--- src/verilog/ricg_pkg.sv ---
package ricg_pkg;
  // identity layout, transmitted least significant bit first
  localparam int          FAMILY_W     = 8;
  localparam int          SERIAL_W     = 48;
  localparam int          CHECK_W      = 8;
  localparam int          ID_W         = 64;
  localparam int          BODY_W       = FAMILY_W + SERIAL_W;
  localparam logic [6:0]  BODY_LAST    = 7'h37;
  localparam logic [6:0]  ID_LAST      = 7'h3F;
  localparam logic [6:0]  BYTE_LAST    = 7'h07;
  // x^8 + x^5 + x^4 + 1, reflected for lsb-first shifting
  localparam logic [7:0]  CRC_POLY_REF = 8'h8C;
  localparam logic [7:0]  CRC_INIT     = 8'h00;
  // identity-selection commands
  localparam logic [7:0]  CMD_READ_ID  = 8'h33;
  localparam logic [7:0]  CMD_MATCH_ID = 8'h55;
  localparam logic [7:0]  CMD_SRCH_ID  = 8'hF0;
  localparam logic [7:0]  CMD_SKIP_ID  = 8'hCC;
  // memory function commands
  localparam logic [7:0]  MEM_WR_SP    = 8'h0F;
  localparam logic [7:0]  MEM_RD_SP    = 8'hAA;
  localparam logic [7:0]  MEM_CP_SP    = 8'h55;
  localparam logic [7:0]  MEM_RD_MEM   = 8'hF0;
  // master selection operations
  localparam logic [1:0]  OP_READ      = 2'h0;
  localparam logic [1:0]  OP_MATCH     = 2'h1;
  localparam logic [1:0]  OP_SKIP      = 2'h2;

  // one step of the check-byte shift register
  function automatic logic [7:0] ricg_crc_step(input logic [7:0] crc, input logic din);
    logic fb;
    fb = crc[0] ^ din;
    ricg_crc_step = fb ? ((crc >> 1) ^ CRC_POLY_REF) : (crc >> 1);
  endfunction : ricg_crc_step
endpackage : ricg_pkg

--- src/verilog/ricg_if.sv ---
`timescale 1ns/1ps
interface ricg_if;
  logic bus_rst;
  logic m_vld;
  logic m_bit;
  logic d_vld;
  logic d_bit;
  logic d_rdy;

  modport dev (
    input  bus_rst,
    input  m_vld,
    input  m_bit,
    output d_vld,
    output d_bit,
    output d_rdy
  );
  modport mst (
    output bus_rst,
    output m_vld,
    output m_bit,
    input  d_vld,
    input  d_bit,
    input  d_rdy
  );
endinterface : ricg_if

--- src/verilog/ricg_device.sv ---
// Function
// - hold family, 48-bit serial, check byte
// - check byte from x8+x5+x4+1 shift register
// - clear shift register before each code
// - shift family lsb first, then serial
// - receiver checks code returns register to zero
// - every byte moves least significant bit first
// - refuse memory commands before identity selection; 0x55 and 0xF0 decode as match and search instead
// - master issues one identity-selection command first
// - after selection, accept one memory command
`timescale 1ns/1ps
module ricg_device #(
  // identity values are arbitrary
  parameter logic [7:0]  FAMILY = 8'h5A,
  parameter logic [47:0] SERIAL = 48'h0123_4567_89AB
) (
  ricg_if.dev         bus,
  input  wire logic   clk,
  input  wire logic   rst,
  output logic        selected,
  output logic [7:0]  mem_cmd,
  output logic        mem_cmd_vld,
  output logic        mem_cmd_rej,
  output logic [7:0]  check_byte
);
  typedef enum logic [7:0] {
    ST_INIT   = 8'h01,
    ST_ROMCMD = 8'h02,
    ST_RDID   = 8'h04,
    ST_MATCH  = 8'h08,
    ST_SRCH   = 8'h10,
    ST_MEMCMD = 8'h20,
    ST_ACTIVE = 8'h40,
    ST_DESEL  = 8'h80
  } ricg_dst_t;

  ricg_dst_t        state_ff;
  ricg_dst_t        nxt_state;
  logic [6:0]       cnt_ff;
  logic [6:0]       nxt_cnt;
  logic [1:0]       phase_ff;
  logic [1:0]       nxt_phase;
  logic [7:0]       sh_ff;
  logic [7:0]       crc_ff;
  logic [7:0]       check_ff;
  logic [7:0]       mem_cmd_ff;
  logic             mem_vld_ff;
  logic             mem_rej_ff;
  logic             sel_ff;
  logic             d_vld_ff;
  logic             d_bit_ff;
  logic             rdy_ff;
  logic [ricg_pkg::ID_W-1:0]   rom_w;
  logic [ricg_pkg::BODY_W-1:0] body_w;
  logic [7:0]       byte_in;
  logic             rom_bit;
  logic             out_bit;
  logic             accept;
  logic             reject;

  assign body_w  = {SERIAL, FAMILY};
  assign rom_w   = {check_ff, body_w};
  assign rom_bit = rom_w[cnt_ff[5:0]];
  assign byte_in = {bus.m_bit, sh_ff[7:1]};

  // value the device leaves on the line in this slot; 1 means released
  always_comb begin
    case (state_ff)
      ST_RDID: out_bit = rom_bit;
      ST_SRCH: out_bit = (phase_ff == 2'h1) ? ~rom_bit : rom_bit;
      default: out_bit = 1'b1;
    endcase
  end

  // next-state decode, evaluated on every master slot
  always_comb begin
    nxt_state = state_ff;
    nxt_cnt   = cnt_ff;
    nxt_phase = phase_ff;
    accept    = 1'b0;
    reject    = 1'b0;
    case (state_ff)
      ST_INIT: begin
        nxt_cnt = cnt_ff + 7'h01;
        if (cnt_ff == ricg_pkg::BODY_LAST) begin
          nxt_state = ST_ROMCMD;
          nxt_cnt   = 7'h00;
        end
      end
      ST_ROMCMD: if (bus.m_vld) begin
        nxt_cnt = cnt_ff + 7'h01;
        if (cnt_ff == ricg_pkg::BYTE_LAST) begin
          nxt_cnt   = 7'h00;
          nxt_phase = 2'h0;
          case (byte_in)
            ricg_pkg::CMD_READ_ID:  nxt_state = ST_RDID;
            ricg_pkg::CMD_MATCH_ID: nxt_state = ST_MATCH;
            ricg_pkg::CMD_SRCH_ID:  nxt_state = ST_SRCH;
            ricg_pkg::CMD_SKIP_ID:  nxt_state = ST_MEMCMD;
            // any other byte here is refused, memory commands 0x0F and 0xAA included: no selection has run yet
            default:                nxt_state = ST_DESEL;
          endcase
        end
      end
      ST_RDID: if (bus.m_vld) begin
        nxt_cnt = cnt_ff + 7'h01;
        if (cnt_ff == ricg_pkg::ID_LAST) begin
          nxt_state = ST_MEMCMD;
          nxt_cnt   = 7'h00;
        end
      end
      ST_MATCH: if (bus.m_vld) begin
        nxt_cnt = cnt_ff + 7'h01;
        if (bus.m_bit != rom_bit) begin
          nxt_state = ST_DESEL;
        end else if (cnt_ff == ricg_pkg::ID_LAST) begin
          nxt_state = ST_MEMCMD;
          nxt_cnt   = 7'h00;
        end
      end
      ST_SRCH: if (bus.m_vld) begin
        nxt_phase = phase_ff + 2'h1;
        if (phase_ff == 2'h2) begin
          nxt_phase = 2'h0;
          nxt_cnt   = cnt_ff + 7'h01;
          if (bus.m_bit != rom_bit) begin
            nxt_state = ST_DESEL;
          end else if (cnt_ff == ricg_pkg::ID_LAST) begin
            nxt_state = ST_MEMCMD;
            nxt_cnt   = 7'h00;
          end
        end
      end
      ST_MEMCMD: if (bus.m_vld) begin
        nxt_cnt = cnt_ff + 7'h01;
        if (cnt_ff == ricg_pkg::BYTE_LAST) begin
          nxt_cnt = 7'h00;
          case (byte_in)
            ricg_pkg::MEM_WR_SP, ricg_pkg::MEM_RD_SP,
            ricg_pkg::MEM_CP_SP, ricg_pkg::MEM_RD_MEM: begin
              accept    = 1'b1;
              nxt_state = ST_ACTIVE;
            end
            default: begin
              reject    = 1'b1;
              nxt_state = ST_DESEL;
            end
          endcase
        end
      end
      default: nxt_state = state_ff;
    endcase
    // a bus reset throws away any selection, but never the init pass
    if (bus.bus_rst && state_ff != ST_INIT) begin
      nxt_state = ST_ROMCMD;
      nxt_cnt   = 7'h00;
      nxt_phase = 2'h0;
    end
  end

  always_ff @(posedge clk or posedge rst) begin
    if (rst) begin
      state_ff <= ST_INIT;
      cnt_ff   <= 7'h00;
      phase_ff <= 2'h0;
    end else begin
      state_ff <= nxt_state;
      cnt_ff   <= nxt_cnt;
      phase_ff <= nxt_phase;
    end
  end

  always_ff @(posedge clk or posedge rst) begin
    if (rst) begin
      sh_ff <= 8'h00;
    end else if (bus.m_vld) begin
      sh_ff <= byte_in;
    end
  end

  // check byte built once after reset, one body bit per cycle
  always_ff @(posedge clk or posedge rst) begin
    if (rst) begin
      crc_ff   <= ricg_pkg::CRC_INIT;
      check_ff <= 8'h00;
    end else if (state_ff == ST_INIT) begin
      crc_ff <= ricg_pkg::ricg_crc_step(crc_ff, body_w[cnt_ff[5:0]]);
      if (cnt_ff == ricg_pkg::BODY_LAST) begin
        check_ff <= ricg_pkg::ricg_crc_step(crc_ff, body_w[cnt_ff[5:0]]);
      end
    end
  end

  always_ff @(posedge clk or posedge rst) begin
    if (rst) begin
      d_vld_ff <= 1'b0;
      d_bit_ff <= 1'b1;
      rdy_ff   <= 1'b0;
    end else begin
      d_vld_ff <= bus.m_vld;
      // wired-and: the device can only pull a released slot low
      d_bit_ff <= bus.m_vld ? (bus.m_bit & out_bit) : 1'b1;
      rdy_ff   <= (state_ff != ST_INIT);
    end
  end

  always_ff @(posedge clk or posedge rst) begin
    if (rst) begin
      mem_cmd_ff <= 8'h00;
      mem_vld_ff <= 1'b0;
      mem_rej_ff <= 1'b0;
      sel_ff     <= 1'b0;
    end else begin
      mem_vld_ff <= accept;
      mem_rej_ff <= reject;
      if (accept) begin
        mem_cmd_ff <= byte_in;
      end
      sel_ff <= (nxt_state == ST_MEMCMD) || (nxt_state == ST_ACTIVE);
    end
  end

  assign bus.d_vld   = d_vld_ff;
  assign bus.d_bit   = d_bit_ff;
  assign bus.d_rdy   = rdy_ff;
  assign selected    = sel_ff;
  assign mem_cmd     = mem_cmd_ff;
  assign mem_cmd_vld = mem_vld_ff;
  assign mem_cmd_rej = mem_rej_ff;
  assign check_byte  = check_ff;
endmodule : ricg_device

--- src/flat_wrapper.sv ---
// flat-port wrapper written by rule: the top's interface ports become plain ports
module ricg_device_flat 
#(
                                  
  parameter logic [7:0]  FAMILY = 8'h5A,
  parameter logic [47:0] SERIAL = 48'h0123_4567_89AB
)
  (clk, rst, selected, mem_cmd, mem_cmd_vld, mem_cmd_rej, check_byte, bus_bus_rst, bus_m_vld, bus_m_bit, bus_d_vld, bus_d_bit, bus_d_rdy);
  ricg_if bus_i ();
  input  wire logic clk;
  input  wire logic rst;
  output logic selected;
  output logic [7:0] mem_cmd;
  output logic mem_cmd_vld;
  output logic mem_cmd_rej;
  output logic [7:0] check_byte;
  input wire logic [$bits(bus_i.bus_rst)-1:0] bus_bus_rst;
  input wire logic [$bits(bus_i.m_vld)-1:0] bus_m_vld;
  input wire logic [$bits(bus_i.m_bit)-1:0] bus_m_bit;
  output wire logic [$bits(bus_i.d_vld)-1:0] bus_d_vld;
  output wire logic [$bits(bus_i.d_bit)-1:0] bus_d_bit;
  output wire logic [$bits(bus_i.d_rdy)-1:0] bus_d_rdy;
  assign bus_i.bus_rst = bus_bus_rst;
  assign bus_i.m_vld = bus_m_vld;
  assign bus_i.m_bit = bus_m_bit;
  assign bus_d_vld = bus_i.d_vld;
  assign bus_d_bit = bus_i.d_bit;
  assign bus_d_rdy = bus_i.d_rdy;
  ricg_device #(.FAMILY(FAMILY), .SERIAL(SERIAL)) u_core (.bus(bus_i), .clk(clk), .rst(rst), .selected(selected), .mem_cmd(mem_cmd), .mem_cmd_vld(mem_cmd_vld), .mem_cmd_rej(mem_cmd_rej), .check_byte(check_byte));
endmodule
--- config.mk ---
export PLATFORM = sky130hd
export DESIGN_NAME = ricg_device_flat
export DESIGN_NICKNAME = d
export VERILOG_FILES = /design/src/verilog/ricg_pkg.sv /design/src/verilog/ricg_if.sv /design/src/verilog/ricg_device.sv /design/src/flat_wrapper.sv
export SDC_FILE = /design/constraint.sdc
export NUM_CORES = 1
export LEC_CHECK = 0
export ABC_CLOCK_PERIOD_IN_PS = 6200
export BUFFER_PORTS_ARGS = -buffer_cell sky130_fd_sc_hd__buf_2
export CORE_UTILIZATION = 50
export CTS_CLUSTER_DIAMETER = 150
export DETAILED_ROUTE_END_ITERATION = 12
export PLACE_DENSITY = 0.69
export SYNTH_ARGS = -nofsm -noshare
export SYNTH_HDL_FRONTEND = slang
export SYNTH_SLANG_ARGS = --single-unit
--- constraint.sdc ---
create_clock -name clk -period 6.2 [get_ports clk]
set_input_delay 0 -clock clk [delete_from_list [all_inputs] [get_ports clk]]
set_output_delay 0 -clock clk [all_outputs]
set_load 0.02 [all_outputs]
---- Word level (Yosys, flattened, before mapping) ----
Memory sizes are Yosys's and may differ from the RTL's.
Cells that the tools add are included.
operators by class
  bitwise logic cells ..................... 4
  eq/ne operators ......................... 28
  order comparisons ....................... 1
  reduce and logical (&&, ||, !) cells .... 9
  $add $sub $neg .......................... 2
  mux-type cells .......................... 47
operators with widths
  cell                                                  number
  2-to-1 mux 8 bit                                      14
  2-to-1 mux 7 bit                                      10
  one-hot mux 8 bit (6 select lines)                    1
  one-hot mux 7 bit (5 select lines)                    1
  one-hot mux 8 bit (4 select lines)                    1
  equality test 8 x 6 -> 1 bit (second input constant)  3
  equality test 8 bit (second input constant)           3
  equality test 8 x 4 -> 1 bit (second input constant)  2
  equality test 8 x 7 -> 1 bit (second input constant)  2
  equality test 7 x 6 -> 1 bit (second input constant)  2
  2-to-1 mux 1 bit                                      12
  != test 3 x 2 -> 1 bit (second input constant)        4
  2-to-1 mux 2 bit                                      5
  != test 3 x 1 -> 1 bit (second input constant)        3
  equality test 8 x 1 -> 1 bit (second input constant)  1
  equality test 8 x 2 -> 1 bit (second input constant)  1
  equality test 8 x 3 -> 1 bit (second input constant)  1
  equality test 8 x 5 -> 1 bit (second input constant)  1
  != test 8 x 1 -> 1 bit (second input constant)        1
  adder 7 x 1 -> 7 bit (second input constant)          1
  equality test 7 x 3 -> 1 bit (second input constant)  1
  < comparator 6 x 7 -> 1 bit (second input constant)   1
  binary-select mux 1 bit (select 6 bit)                1
  AND reduction 6 bit                                   1
  other kinds (18)                                      18
storage, ports and cells
  memories kept ........................... 1
  ROM bits ................................ 64
  output and inout port bits .............. 22
  bits of input ports ..................... 5
  word-level logic and storage cells ...... 105
  register bits after elaboration ......... 55
memories
  name              depth  bits a word  rd ports  clocked after Yosys merged registers in  wr ports  line                text
  (name not given)  64     1            1         0                                        0         ricg_device.sv:187  crc_ff <= ricg_pkg::ricg_crc_step(crc_ff, body_w[cnt_ff[5:0]]);

---- Logic depth before layout (Yosys ltp) ----
Gate-level depths: netlist of run 1.
  depth after elaboration ................. 10
  mapped depth ............................ 11
  mapped depth without buffers ............ 10

---- Worst setup path after synthesis of run 1 ----
Ideal clock, no wire load.
  path kind ............................... flip-flop to flip-flop
  start point ............................. register u_core.cnt_ff[0]
  end point ............................... register u_core.sel_ff, in the netlist u_core.selected
  data required time ...................... 6.066 ns
  buffers on the path ..................... 1
  clock period less this slack ............ 2.929 ns
  setup slack ............................. 3.271 ns
  library setup time ...................... 0.134 ns
  cell stages (with the launch flop) ...... 12
  arrival ................................. 2.795 ns
  path through ............................ dfrtp_1 > clkbuf_1 > inv_1 > ha_1 > nor2b_1 > o21ai_0 > a32oi_1 > or2_2 > and3_1 > a2111oi_0 > o221a_2 > a2111oi_2
on the way
  word-level cells in the longest chain between the ends .. 10
  elaborated cells on any way between the ends .. 22
  classes of those cells .................. eq/ne: 6; mux: 15; reduce/logical: 1
RTL lines
  item                                                                                 line                                    text
  start, declared                                                                      ricg_device.sv:39                       logic [6:0] cnt_ff;
  start signal, assigned                                                               ricg_device.sv:168                      cnt_ff <= nxt_cnt;
  binary-select mux 1 bit (select 6 bit)                                               ricg_device.sv:63                       assign rom_bit = rom_w[cnt_ff[5:0]];
  2-to-1 mux 1 bit (implied by the code)                                               ricg_device.sv:63
  != test 1 bit                                                                        ricg_device.sv:114, ricg_device.sv:126
  2-to-1 mux 8 bit                                                                     ricg_device.sv:114                      if (bus.m_bit != rom_bit) begin
  2-to-1 mux 8 bit                                                                     ricg_device.sv:123                      if (phase_ff == 2'h2) begin
  2-to-1 mux 8 bit                                                                     ricg_device.sv:121                      ST_SRCH: if (bus.m_vld) begin
  one-hot mux 8 bit (6 select lines) *                                                 ricg_device.sv:82                       case (state_ff)
  2-to-1 mux 8 bit *                                                                   ricg_device.sv:154                      if (bus.bus_rst && state_ff != ST_INIT) begin
  via u_core.nxt_state[3]                                                              ricg_device.sv:38                       ricg_dst_t nxt_state;
  equality test 8 x 6 -> 1 bit / equality test 8 x 7 -> 1 bit (equally long branches)  ricg_device.sv:219                      sel_ff <= (nxt_state == ST_MEMCMD) || (nxt_state == ST_ACTIVE);
  logical OR 1 bit *                                                                   ricg_device.sv:219
  end signal, assigned                                                                 ricg_device.sv:219
  end, declared                                                                        ricg_device.sv:49                       logic sel_ff;
The timed path passes the listed nets; every way through them passes the cells marked *. The select of a mux whose other input is x is not followed.
A chain may end at the register's enable or synchronous reset.

---- Worst setup path after layout of run 1 ----
Same ends and word-level chain as after synthesis.

==> results of run 1 <==
state kept, by name, summed over array words and instances (netlist names), 2 cells and up:
signal             cells
u_core.check_byte      8
u_core.state_ff        8
u_core.crc_ff          8
u_core.mem_cmd         8
u_core.cnt_ff          7
u_core.sh_ff           7
u_core.phase_ff        2
metrics by stage:
stage | hold slack (ns) | area [µm²] | utilization [%] | cells | setup WS (ns)
2_1_floorplan | 0.0314 | 3150 | - | 330 | 3.27
3_3_place_gp | 0.255 | 3310 | 55.3 | 417 | 2.90
3_5_place_dp | 0.235 | 3310 | 55.3 | 417 | 2.88
4_1_cts | 0.0112 | 3440 | 57.4 | 427 | 2.85
5_1_grt | 0.0164 | 3440 | 57.4 | 427 | 2.46
6_report | -0.0380 | 3440 | 57.4 | 427 | 2.76
cells by family (layout without fill, tap and decap cells):
family	Yosys count	after routing
AOI/OAI and AO/OA	73	73
xor gates and xnor gates	9	9
adders and majority gates	7	7
buffers and inverters	23	45
DFF	54	54
muxes	21	21
and+or+nand+nor	143	143
worst max-delay path: cells and delay by family, from the launching register on:
family | cells | cell delay (ns)
fa+ha+maj | 1 | 0.24
compound gates | 6 | 1.81
buf+inv | 1 | 0.21
simple gates | 2 | 0.37
flops | 1 | 0.69
layer usage:
layer  vias to the layer above  wire, µm  GRT usage, %
li1                       1232         -             -
met1                      1197      3380          33.7
met2                        83      3130          35.5
met3                        10       332          4.44
met4                         0        75          5.18
met5                         -         0             0
cells in the mapped netlist (2+ instances only):
cell type	count
o21ai_0	20
nor4_1	6
mux2_2	17
nand4bb_1	2
or3_1	3
o31ai_1	2
nor3_1	8
nor2_1	16
xnor2_1	4
o21a_1	5
nand3_1	11
a211oi_1	4
nor4bb_1	4
o21bai_1	2
dfrtp_1	52
nand2b_1	6
clkbuf_1	10
or2_2	3
a21oi_1	13
nand4_1	5
mux4_2	2
xor2_1	5
o32ai_1	2
ha_1	7
inv_1	9
o211ai_1	6
and3_1	2
nand2_1	48
nor4b_1	2
o21ai_1	4
buf_2	3
nor2b_1	12
dfstp_2	2
nor3b_1	2
mux2i_1	2
and2_1	6
o211a_1	2
final timing paths:
path	from	endpoint	slack (ns)
max	u_core.cnt_ff[0]	u_core.selected	2.76
max in group asynchronous	rst	u_core.phase_ff[0]	5.56
max reg2reg	u_core.cnt_ff[0]	u_core.selected	2.76
min in group clk	bus_m_bit	u_core.bus.d_bit	0.01
min	rst	u_core.crc_ff[6]	-0.04
min reg2reg	u_core.mem_cmd[5]	u_core.mem_cmd[5]	0.47
layout make-up:
class / count / area share, %
Timing Repair Buffer: 28 / 4.37
Sequential cell: 54 / 39.4
Tap cell: 75 / 2.73
Inverter: 9 / 0.983
Clock buffer: 6 / 2.40
Clock inverter: 2 / 0.583
Multi-Input combinational cell: 253 / 49.5
power groups by stage:
stage,clock [mW],combinational (mW),sequential (mW)
2_1_floorplan,0,0.233,0.407
3_3_place_gp,0,0.281,0.422
3_5_place_dp,0,0.280,0.424
4_1_cts,0.230,0.283,0.417
5_1_grt,0.242,0.318,0.425
6_report,0.227,0.286,0.418
==> reports/results.ini, run 1 <==
[critical_path]
cp_max_fo=14
reg2reg_depth=10
max_stage_delay_ns=0.69
path_class=reg2reg
path_cells=inv_1 > ha_1 > nand2b_1 > o21ai_0 > a2111oi_1 > o211ai_1 > and3_1 > a2111oi_0 > o221a_2 > a2111oi_2
cp-end-kind=flip-flop
critPathArrivalTime_ns=3.64
crit_path_start_kind=flip-flop
slowest_stage=dfrtp_1
required_ns=6.40

[synthesis]
synth_edf_count=0
synth.distinct_cells=58
async_reset_ff_share_pct=100
yosys_warnings=0
ys_ff_latch=54
syn_nets=342
synthDominantCellAreaShare_pct=41.3
synth_top_cells_by_area=dfrtp_1, mux2_2, nand2_1, o21ai_0, ha_1
synth_compound_area_share_pct=15.7
syn_area_um2=3150
synth_top_family_by_area=simple AND/OR/NAND/NOR gates
synth_area_leader_cell=dfrtp_1
synthXorXnorAreaFrac_pct=2.50
synth_cells=330
yosys.area_share.simple_pct=24.8
synth_flop_cell=dfrtp_1
synthMuxAreaShare_pct=8.13
ys_seq_area_share_pct=42.9
synth_fa_ha_area_share_pct=2.78
avgSynthCellArea_um2=9.55

[global_route]
grt_max_degree=55
overflow=0
grt_pass1_wl_mm=11.5
grt_pass1_vias=2328
grt_usage_pct=23.1
antenna_found_initial=0

[timing]
tns_ns=0
final-hold-violation-count=52
max_freq_mhz=291
final.period_utilization_pct=55.5
slew_headroom_pct=24.5
skew_ns=0.00632
fin_hold_ws_ns=-0.0380
rsz0062_at_grt=false
setup_violations=0
slew_violations=0
final.min_clock_period_ns=3.44
max_slew.worst_pin.slew_ns=1.13

[clocking]
numCtsBuffers=5
insertion_delay_ns=0.32
cts_max_path_buffers=2
cts_hold_buf=2
cts_tree=built
root_buffer=clkbuf_8
htree_levels=2
post_cts_buffers=0
cts_resized=0
clock-sinks=54
clk_pin_slew_ns=0.11

[floorplan]
coreArea_um2=5990
io_pins=27
rows=28
die_w_um=81.4
start_util_pct=52.6
die_area_um2=6630
fp.dieH_um=81.4

[outcome]
status=finished, violations left
violations=hold timing

[flow_run]
drv_cap=0

[drt]
drc=0
dr.pass1.iters=5
ant_nets=0
via_per_inst=5.91
drt-initial-drc-count=253
wirelength_mm=6.92
vias=2522
post_drt_wl_per_cell_um=16.2

[pwr]
finalPower_mw=0.931
p_clk_share_pct=24.4
p_leak_nw=1.50
p_int_mw=0.582
ir_worst_vdd_v=0.000133
p_comb_share_pct=30.7
power_frac_seq_pct=44.9
power_density_nw_per_um2=271
p_sw_share_pct=37.5
p_switching_mw=0.349

[finish]
multi_input_area_um2=1700
layout_commonest_cell=dfrtp_1
register_area_um2=1350
area_delta_synth_final_pct=8.97
final_cell_mix=dfrtp_1, nand2_1, buf_2, o21ai_0, mux2_2
final_nets=363
drive_gt1_share_pct=18.8
n_fill_cell=533
n_antenna_cell=0

[placement]
dp_hpwl_mm=4.99
place_congestion=0.920
portBuffers=26

[min_path]
hold_path_class=in2async

Power figures use the tool's default switching activity.
==> run 2, diff against run 1 <==
ABC_CLOCK_PERIOD_IN_PS = 2900   (was 6200)
PLACE_DENSITY = 0.71   (was 0.69)
clock period = 2.9 ns   (was 6.2 ns; I/O delays follow)
==> reports/results.ini, run 2 (synthesis results as in run 1) <==
[finish]
drive_gt1_share_pct=25.1  ; +6.4 points
final_nets=389  ; +7.2%
fin_cells=453  ; +6.1%
n_antenna_cell=0  ; unchanged
area_delta_synth_final_pct=15.9
utilization_pct=61.0  ; +3.7 points
final_cell_mix=dfrtp_1, nand2_1, buf_2, buf_4, o21ai_0
layout_commonest_cell=dfrtp_1

[critical_path]
crit_start=u_core.cnt_ff[0]
required_ns=3.09  ; -3.31 ns
endpoint=u_core.selected
slowest_stage=mux4_2
reg2reg_depth=8  ; -2
r2r-start=u_core.cnt_ff[0]
crit_path_start_kind=flip-flop
critPathArrivalTime_ns=2.99  ; -0.65 ns
cp-end-kind=flip-flop
path_cells=buf_4 > mux4_2 > a2111oi_2 > o211ai_1 > and3_1 > a2111oi_1 > o221a_2 > a2111oi_2
cp_max_fo=6  ; -8
max_stage_delay_ns=0.51  ; -0.18 ns
path_class=reg2reg
cpMostUsedCell=a2111oi_2
reg2reg_to=u_core.selected
rrSetupSlack_ns=0.09  ; -2.67 ns

[floorplan]
io_pins=27  ; unchanged
die_w_um=81.4  ; unchanged
rows=28  ; unchanged
die_area_um2=6630  ; unchanged
fp.dieH_um=81.4  ; unchanged
coreArea_um2=5990  ; unchanged
start_util_pct=52.6  ; unchanged

[global_route]
grt_max_degree=55  ; unchanged
grt_pass1_wl_mm=11.6  ; +1.3%
antenna_found_initial=0  ; unchanged
grt_pass1_vias=2405  ; +3.3%
grt_usage_pct=23.6  ; +0.43 points
overflow=0  ; unchanged

[timing]
fin_hold_ws_ns=-0.0310  ; +0.00705 ns
rsz0062_at_grt=false
slew_headroom_pct=25.9  ; +1.4 points
max_freq_mhz=356  ; +23%
skew_ns=0.00647  ; +0.000158 ns
final.min_clock_period_ns=2.81  ; -0.633 ns
final.period_utilization_pct=96.8  ; +41 points
final-hold-violation-count=52  ; unchanged
slew_violations=0  ; unchanged
tns_ns=0  ; unchanged
setup_violations=0  ; unchanged
max_slew.worst_pin.slew_ns=1.11  ; -0.0205 ns

[placement]
dp_hpwl_mm=5.20  ; +4.4%
dpl.cell_count=440  ; +5.5%
place_congestion=0.870  ; -5.4%
portBuffers=26  ; unchanged

[clocking]
htree_levels=2  ; unchanged
insertion_delay_ns=0.31  ; about the same
cts_tree=built
cts_max_path_buffers=2  ; unchanged
clock-sinks=54  ; unchanged
numCtsBuffers=5  ; unchanged
root_buffer=clkbuf_8
clk_pin_slew_ns=0.10  ; about the same

[pwr]
p_int_mw=1.41  ; +140%
p_clk_share_pct=23.7  ; -0.7 points
power_density_nw_per_um2=589  ; +120%
ir_worst_vdd_v=0.000343  ; +160%
p_sw_share_pct=34.7  ; -2.8 points
p_leak_nw=1.63  ; +8.2%
p_switching_mw=0.747  ; +110%
p_comb_share_pct=35.8  ; +5.1 points
power_frac_seq_pct=40.5  ; -4.4 points
finalPower_mw=2.15  ; +130%

[drt]
wirelength_mm=7.20  ; +4.0%
post_drt_wl_per_cell_um=15.9  ; -1.9%
ant_nets=0  ; unchanged
vias=2635  ; +4.5%
drc=0  ; unchanged
via_per_inst=5.82  ; -1.5%
dr.pass1.iters=4  ; -1
drt-initial-drc-count=302  ; +19%

[flow_run]
drv_cap=0  ; unchanged

[min_path]
hold_path_class=in2async

[outcome]
violations=hold timing
status=finished, violations left

==> run 2: layout make-up <==
class / count / area [µm²]
Multi-Input combinational cell: 253 / 1720
Inverter: 9 / 33.8
Fill cell: 526 / 2340
Clock buffer: 6 / 72.6
Clock inverter: 2 / 37.5
Timing Repair Buffer: 54 / 345
Tap cell: 75 / 93.8
Sequential cell: 54 / 1360
==> run 2: worst min-delay path by stage <==
stage	cells past startpoint	startpoint	end
4_1_cts	3	bus_m_bit	u_core.bus.d_bit
3_5_place_dp	2	bus_bus_rst	u_core.state_ff[0]
6_report	2	rst	u_core.sh_ff[7]
2_1_floorplan	0	bus_m_vld	u_core.bus.d_vld
5_1_grt	3	bus_m_bit	u_core.bus.d_bit
3_3_place_gp	2	bus_bus_rst	u_core.state_ff[0]
==> run 2: layer usage <==
| metal | track usage (%) | part of all wire (%) | vias up |
|---|---|---|---|
| met2 | 35.6 | 46 | 73 |
| li1 | - | - | 1287 |
| met3 | 4.00 | 5.1 | 13 |
| met1 | 34.4 | 47 | 1262 |
| met5 | 0 | 0 | - |
| met4 | 7.50 | 1.6 | 0 |
==> run 2: worst max-delay path, delay by kind of cell, from the launching register on <==
kind / cells / cell delay, ns
flops: 1 / 0.43
buf+inv: 1 / 0.13
compound gates: 5 / 1.40
simple gates: 1 / 0.23
mux: 1 / 0.51
==> run 2: power groups by stage <==
| stage | Combinational [mW] | Clock (mW) | Sequential [mW] |
|---|---|---|---|
| after global routing | 0.855 | 0.543 | 0.882 |
| after floorplan | 0.500 | 0 | 0.870 |
| after global placement | 0.723 | 0 | 0.880 |
| after CTS | 0.735 | 0.520 | 0.871 |
| final | 0.772 | 0.510 | 0.872 |
| after detailed placement | 0.730 | 0 | 0.884 |
==> run 2: repair_timing <==
action	CTS	global route
endpoints found under the setup margin	0	5
endpoints found under the hold margin	2	0
hold buffers	2	0
gates resized for setup	0	5
setup buffers	0	3
==> run 2: stage by stage <==
stage	setup WS, ns	cell area (µm²)
6_report	0.0938	3650
5_1_grt	0.0177	3650
4_1_cts	0.0125	3620
3_5_place_dp	0.0454	3490
3_3_place_gp	0.128	3490
2_1_floorplan	0.127	3150
==> run 3, diff against run 2 <==
ABC_CLOCK_PERIOD_IN_PS = 3490   (was 2900)
PLACE_DENSITY = 0.69   (was 0.71)
clock period = 3.49 ns   (was 2.9 ns; I/O delays follow)
==> reports/results.ini, run 3 (synthesis results as in run 1) <==
[critical_path]
reg2reg_to=u_core.selected
r2r-start=u_core.cnt_ff[0]
reg2reg_depth=9  ; +1
required_ns=3.69  ; +0.60 ns
path_class=reg2reg
rrSetupSlack_ns=0.35  ; +0.26 ns
crit_path_start_kind=flip-flop
critPathArrivalTime_ns=3.35  ; +0.36 ns
cp-end-kind=flip-flop
cp_max_fo=10  ; +4

[timing]
rsz0062_at_grt=false
final.period_utilization_pct=90.0  ; -6.8 points
tns_ns=0  ; unchanged
slew_headroom_pct=27.7  ; +1.8 points
fin_hold_ws_ns=-0.0398  ; -0.00879 ns
slew_violations=0  ; unchanged
setup_violations=0  ; unchanged
final.min_clock_period_ns=3.14  ; +0.334 ns
skew_ns=0.00614  ; -0.000330 ns
max_freq_mhz=318  ; -11%
max_slew.worst_pin.slew_ns=1.08  ; -0.0271 ns
final-hold-violation-count=52  ; unchanged

[finish]
final_cell_mix=dfrtp_1, nand2_1, buf_2, o21ai_0, mux2_2
area_delta_synth_final_pct=10.1
final_nets=367  ; -5.7%
n_antenna_cell=0  ; unchanged
utilization_pct=57.9  ; -3.1 points
n_fill_cell=521  ; -0.95%
layout_commonest_cell=dfrtp_1
drive_gt1_share_pct=19.7  ; -5.5 points
fin_cells=431  ; -4.9%

[floorplan]
start_util_pct=52.6  ; unchanged
die_w_um=81.4  ; unchanged
fp.dieH_um=81.4  ; unchanged
rows=28  ; unchanged
die_area_um2=6630  ; unchanged
io_pins=27  ; unchanged
coreArea_um2=5990  ; unchanged

[pwr]
p_comb_share_pct=30.7  ; -5.1 points
power_frac_seq_pct=44.1  ; +3.6 points
p_leak_nw=1.52  ; -6.5%
p_clk_share_pct=25.2  ; +1.5 points
ir_worst_vdd_v=0.000262  ; -23%
power_density_nw_per_um2=484  ; -18%
p_switching_mw=0.596  ; -20%
p_sw_share_pct=35.5  ; +0.81 points
p_int_mw=1.08  ; -23%

[drt]
ant_nets=0  ; unchanged
post_drt_wl_per_cell_um=15.7  ; -0.90%
wirelength_mm=6.79  ; -5.7%
via_per_inst=5.84  ; +0.32%
drt-initial-drc-count=274  ; -9.3%
vias=2515  ; -4.6%
drc=0  ; unchanged
dr.pass1.iters=4  ; unchanged

[outcome]
violations=hold timing
status=finished, violations left

[placement]
portBuffers=26  ; unchanged
place_congestion=0.880  ; +1.2%
dpl.cell_count=422  ; -4.1%
dp_hpwl_mm=4.96  ; -4.6%

[clocking]
clock-sinks=54  ; unchanged
cts_resized=0  ; unchanged
clk_pin_slew_ns=0.10  ; about the same
numCtsBuffers=5  ; unchanged
htree_levels=2  ; unchanged
insertion_delay_ns=0.30  ; about the same
post_cts_buffers=0  ; unchanged
root_buffer=clkbuf_8
cts_max_path_buffers=2  ; unchanged
cts_tree=built

[flow_run]
drv_cap=0  ; unchanged

[global_route]
grt_pass1_vias=2243  ; -6.7%
grt_pass1_wl_mm=11.0  ; -5.8%
grt_max_degree=55  ; unchanged
overflow=0  ; unchanged
grt_usage_pct=22.0  ; -1.5 points
antenna_found_initial=0  ; unchanged

[min_path]
hold_path_class=in2async

-- run 3: changes by cell type in the layout (fill, tap and decap cells not counted) --
cell           before  now
a2111oi_0           0    1
a2111oi_2           2    1
buf_4              26    5
dfrtp_1            51   52
dfrtp_2             1    0
dlygate4sd3_1       2    1
ha_1                6    7
ha_2                1    0
nor4b_1             1    2
nor4b_2             1    0
-- run 3: final cells by class --
class | instances | area [µm²] | area share [%]
multi-input combinational | 253 | 1700 | 49.0
clock inverter | 2 | 37.5 | 1.08
timing repair buffer | 32 | 178 | 5.12
sequential | 54 | 1350 | 39.0
tap | 75 | 93.8 | 2.70
inverter | 9 | 33.8 | 0.973
clock buffer | 6 | 72.6 | 2.09
-- run 3: repair_timing --
action                                  4_1_cts  5_1_grt
endpoints found under the setup margin        0        0
hold buffers                                  1        0
hold endpoints to repair                      1        0
-- run 3: worst max-delay path by stage --
stage / startpoint / slack, ns / cells after the start / end
2_1_floorplan: u_core.cnt_ff[0] / 0.56 / 11 / u_core.selected
3_3_place_gp: u_core.cnt_ff[0] / 0.48 / 9 / u_core.selected
3_5_place_dp: u_core.cnt_ff[0] / 0.38 / 9 / u_core.selected
4_1_cts: u_core.cnt_ff[0] / 0.36 / 9 / u_core.selected
5_1_grt: u_core.cnt_ff[0] / 0.17 / 9 / u_core.selected
6_report: u_core.cnt_ff[0] / 0.35 / 9 / u_core.selected
-- run 3: layer usage --
metal	track usage [%]	part of all wire [%]
met4	6.96	1.3
met3	3.00	5.6
met2	32.8	44
met5	0	0
met1	33.0	49
-- run 3: power groups by stage --
stage	clock network, mW	logic [mW]	registers (mW)
floorplan	0	0.414	0.723
global placement	0	0.500	0.749
detailed placement	0	0.506	0.753
CTS	0.431	0.509	0.739
global route	0.459	0.571	0.749
finish	0.423	0.515	0.742
-- run 3: critical path: stages, from the launching register on --
cell	delay (ns)
dfrtp_1	0.60
ha_1	0.34
nand4bb_4	0.14
or4b_1	0.64
or3_1	0.41
o211a_1	0.15
and3_4	0.19
a211oi_4	0.26
xnor2_1	0.11
a2111oi_2	0.20
-- run 3: per-stage QoR --
step                      setup WS, ns  cell area, µm²  power, mW  hold slack [ns]
final                            0.350            3470       1.68          -0.0398
after global routing             0.171            3470       1.78           0.0114
after CTS                        0.357            3470       1.68          0.00603
after detailed placement         0.380            3350       1.26            0.234
after global placement           0.475            3350       1.25            0.237
after floorplan                  0.561            3150       1.14           0.0314
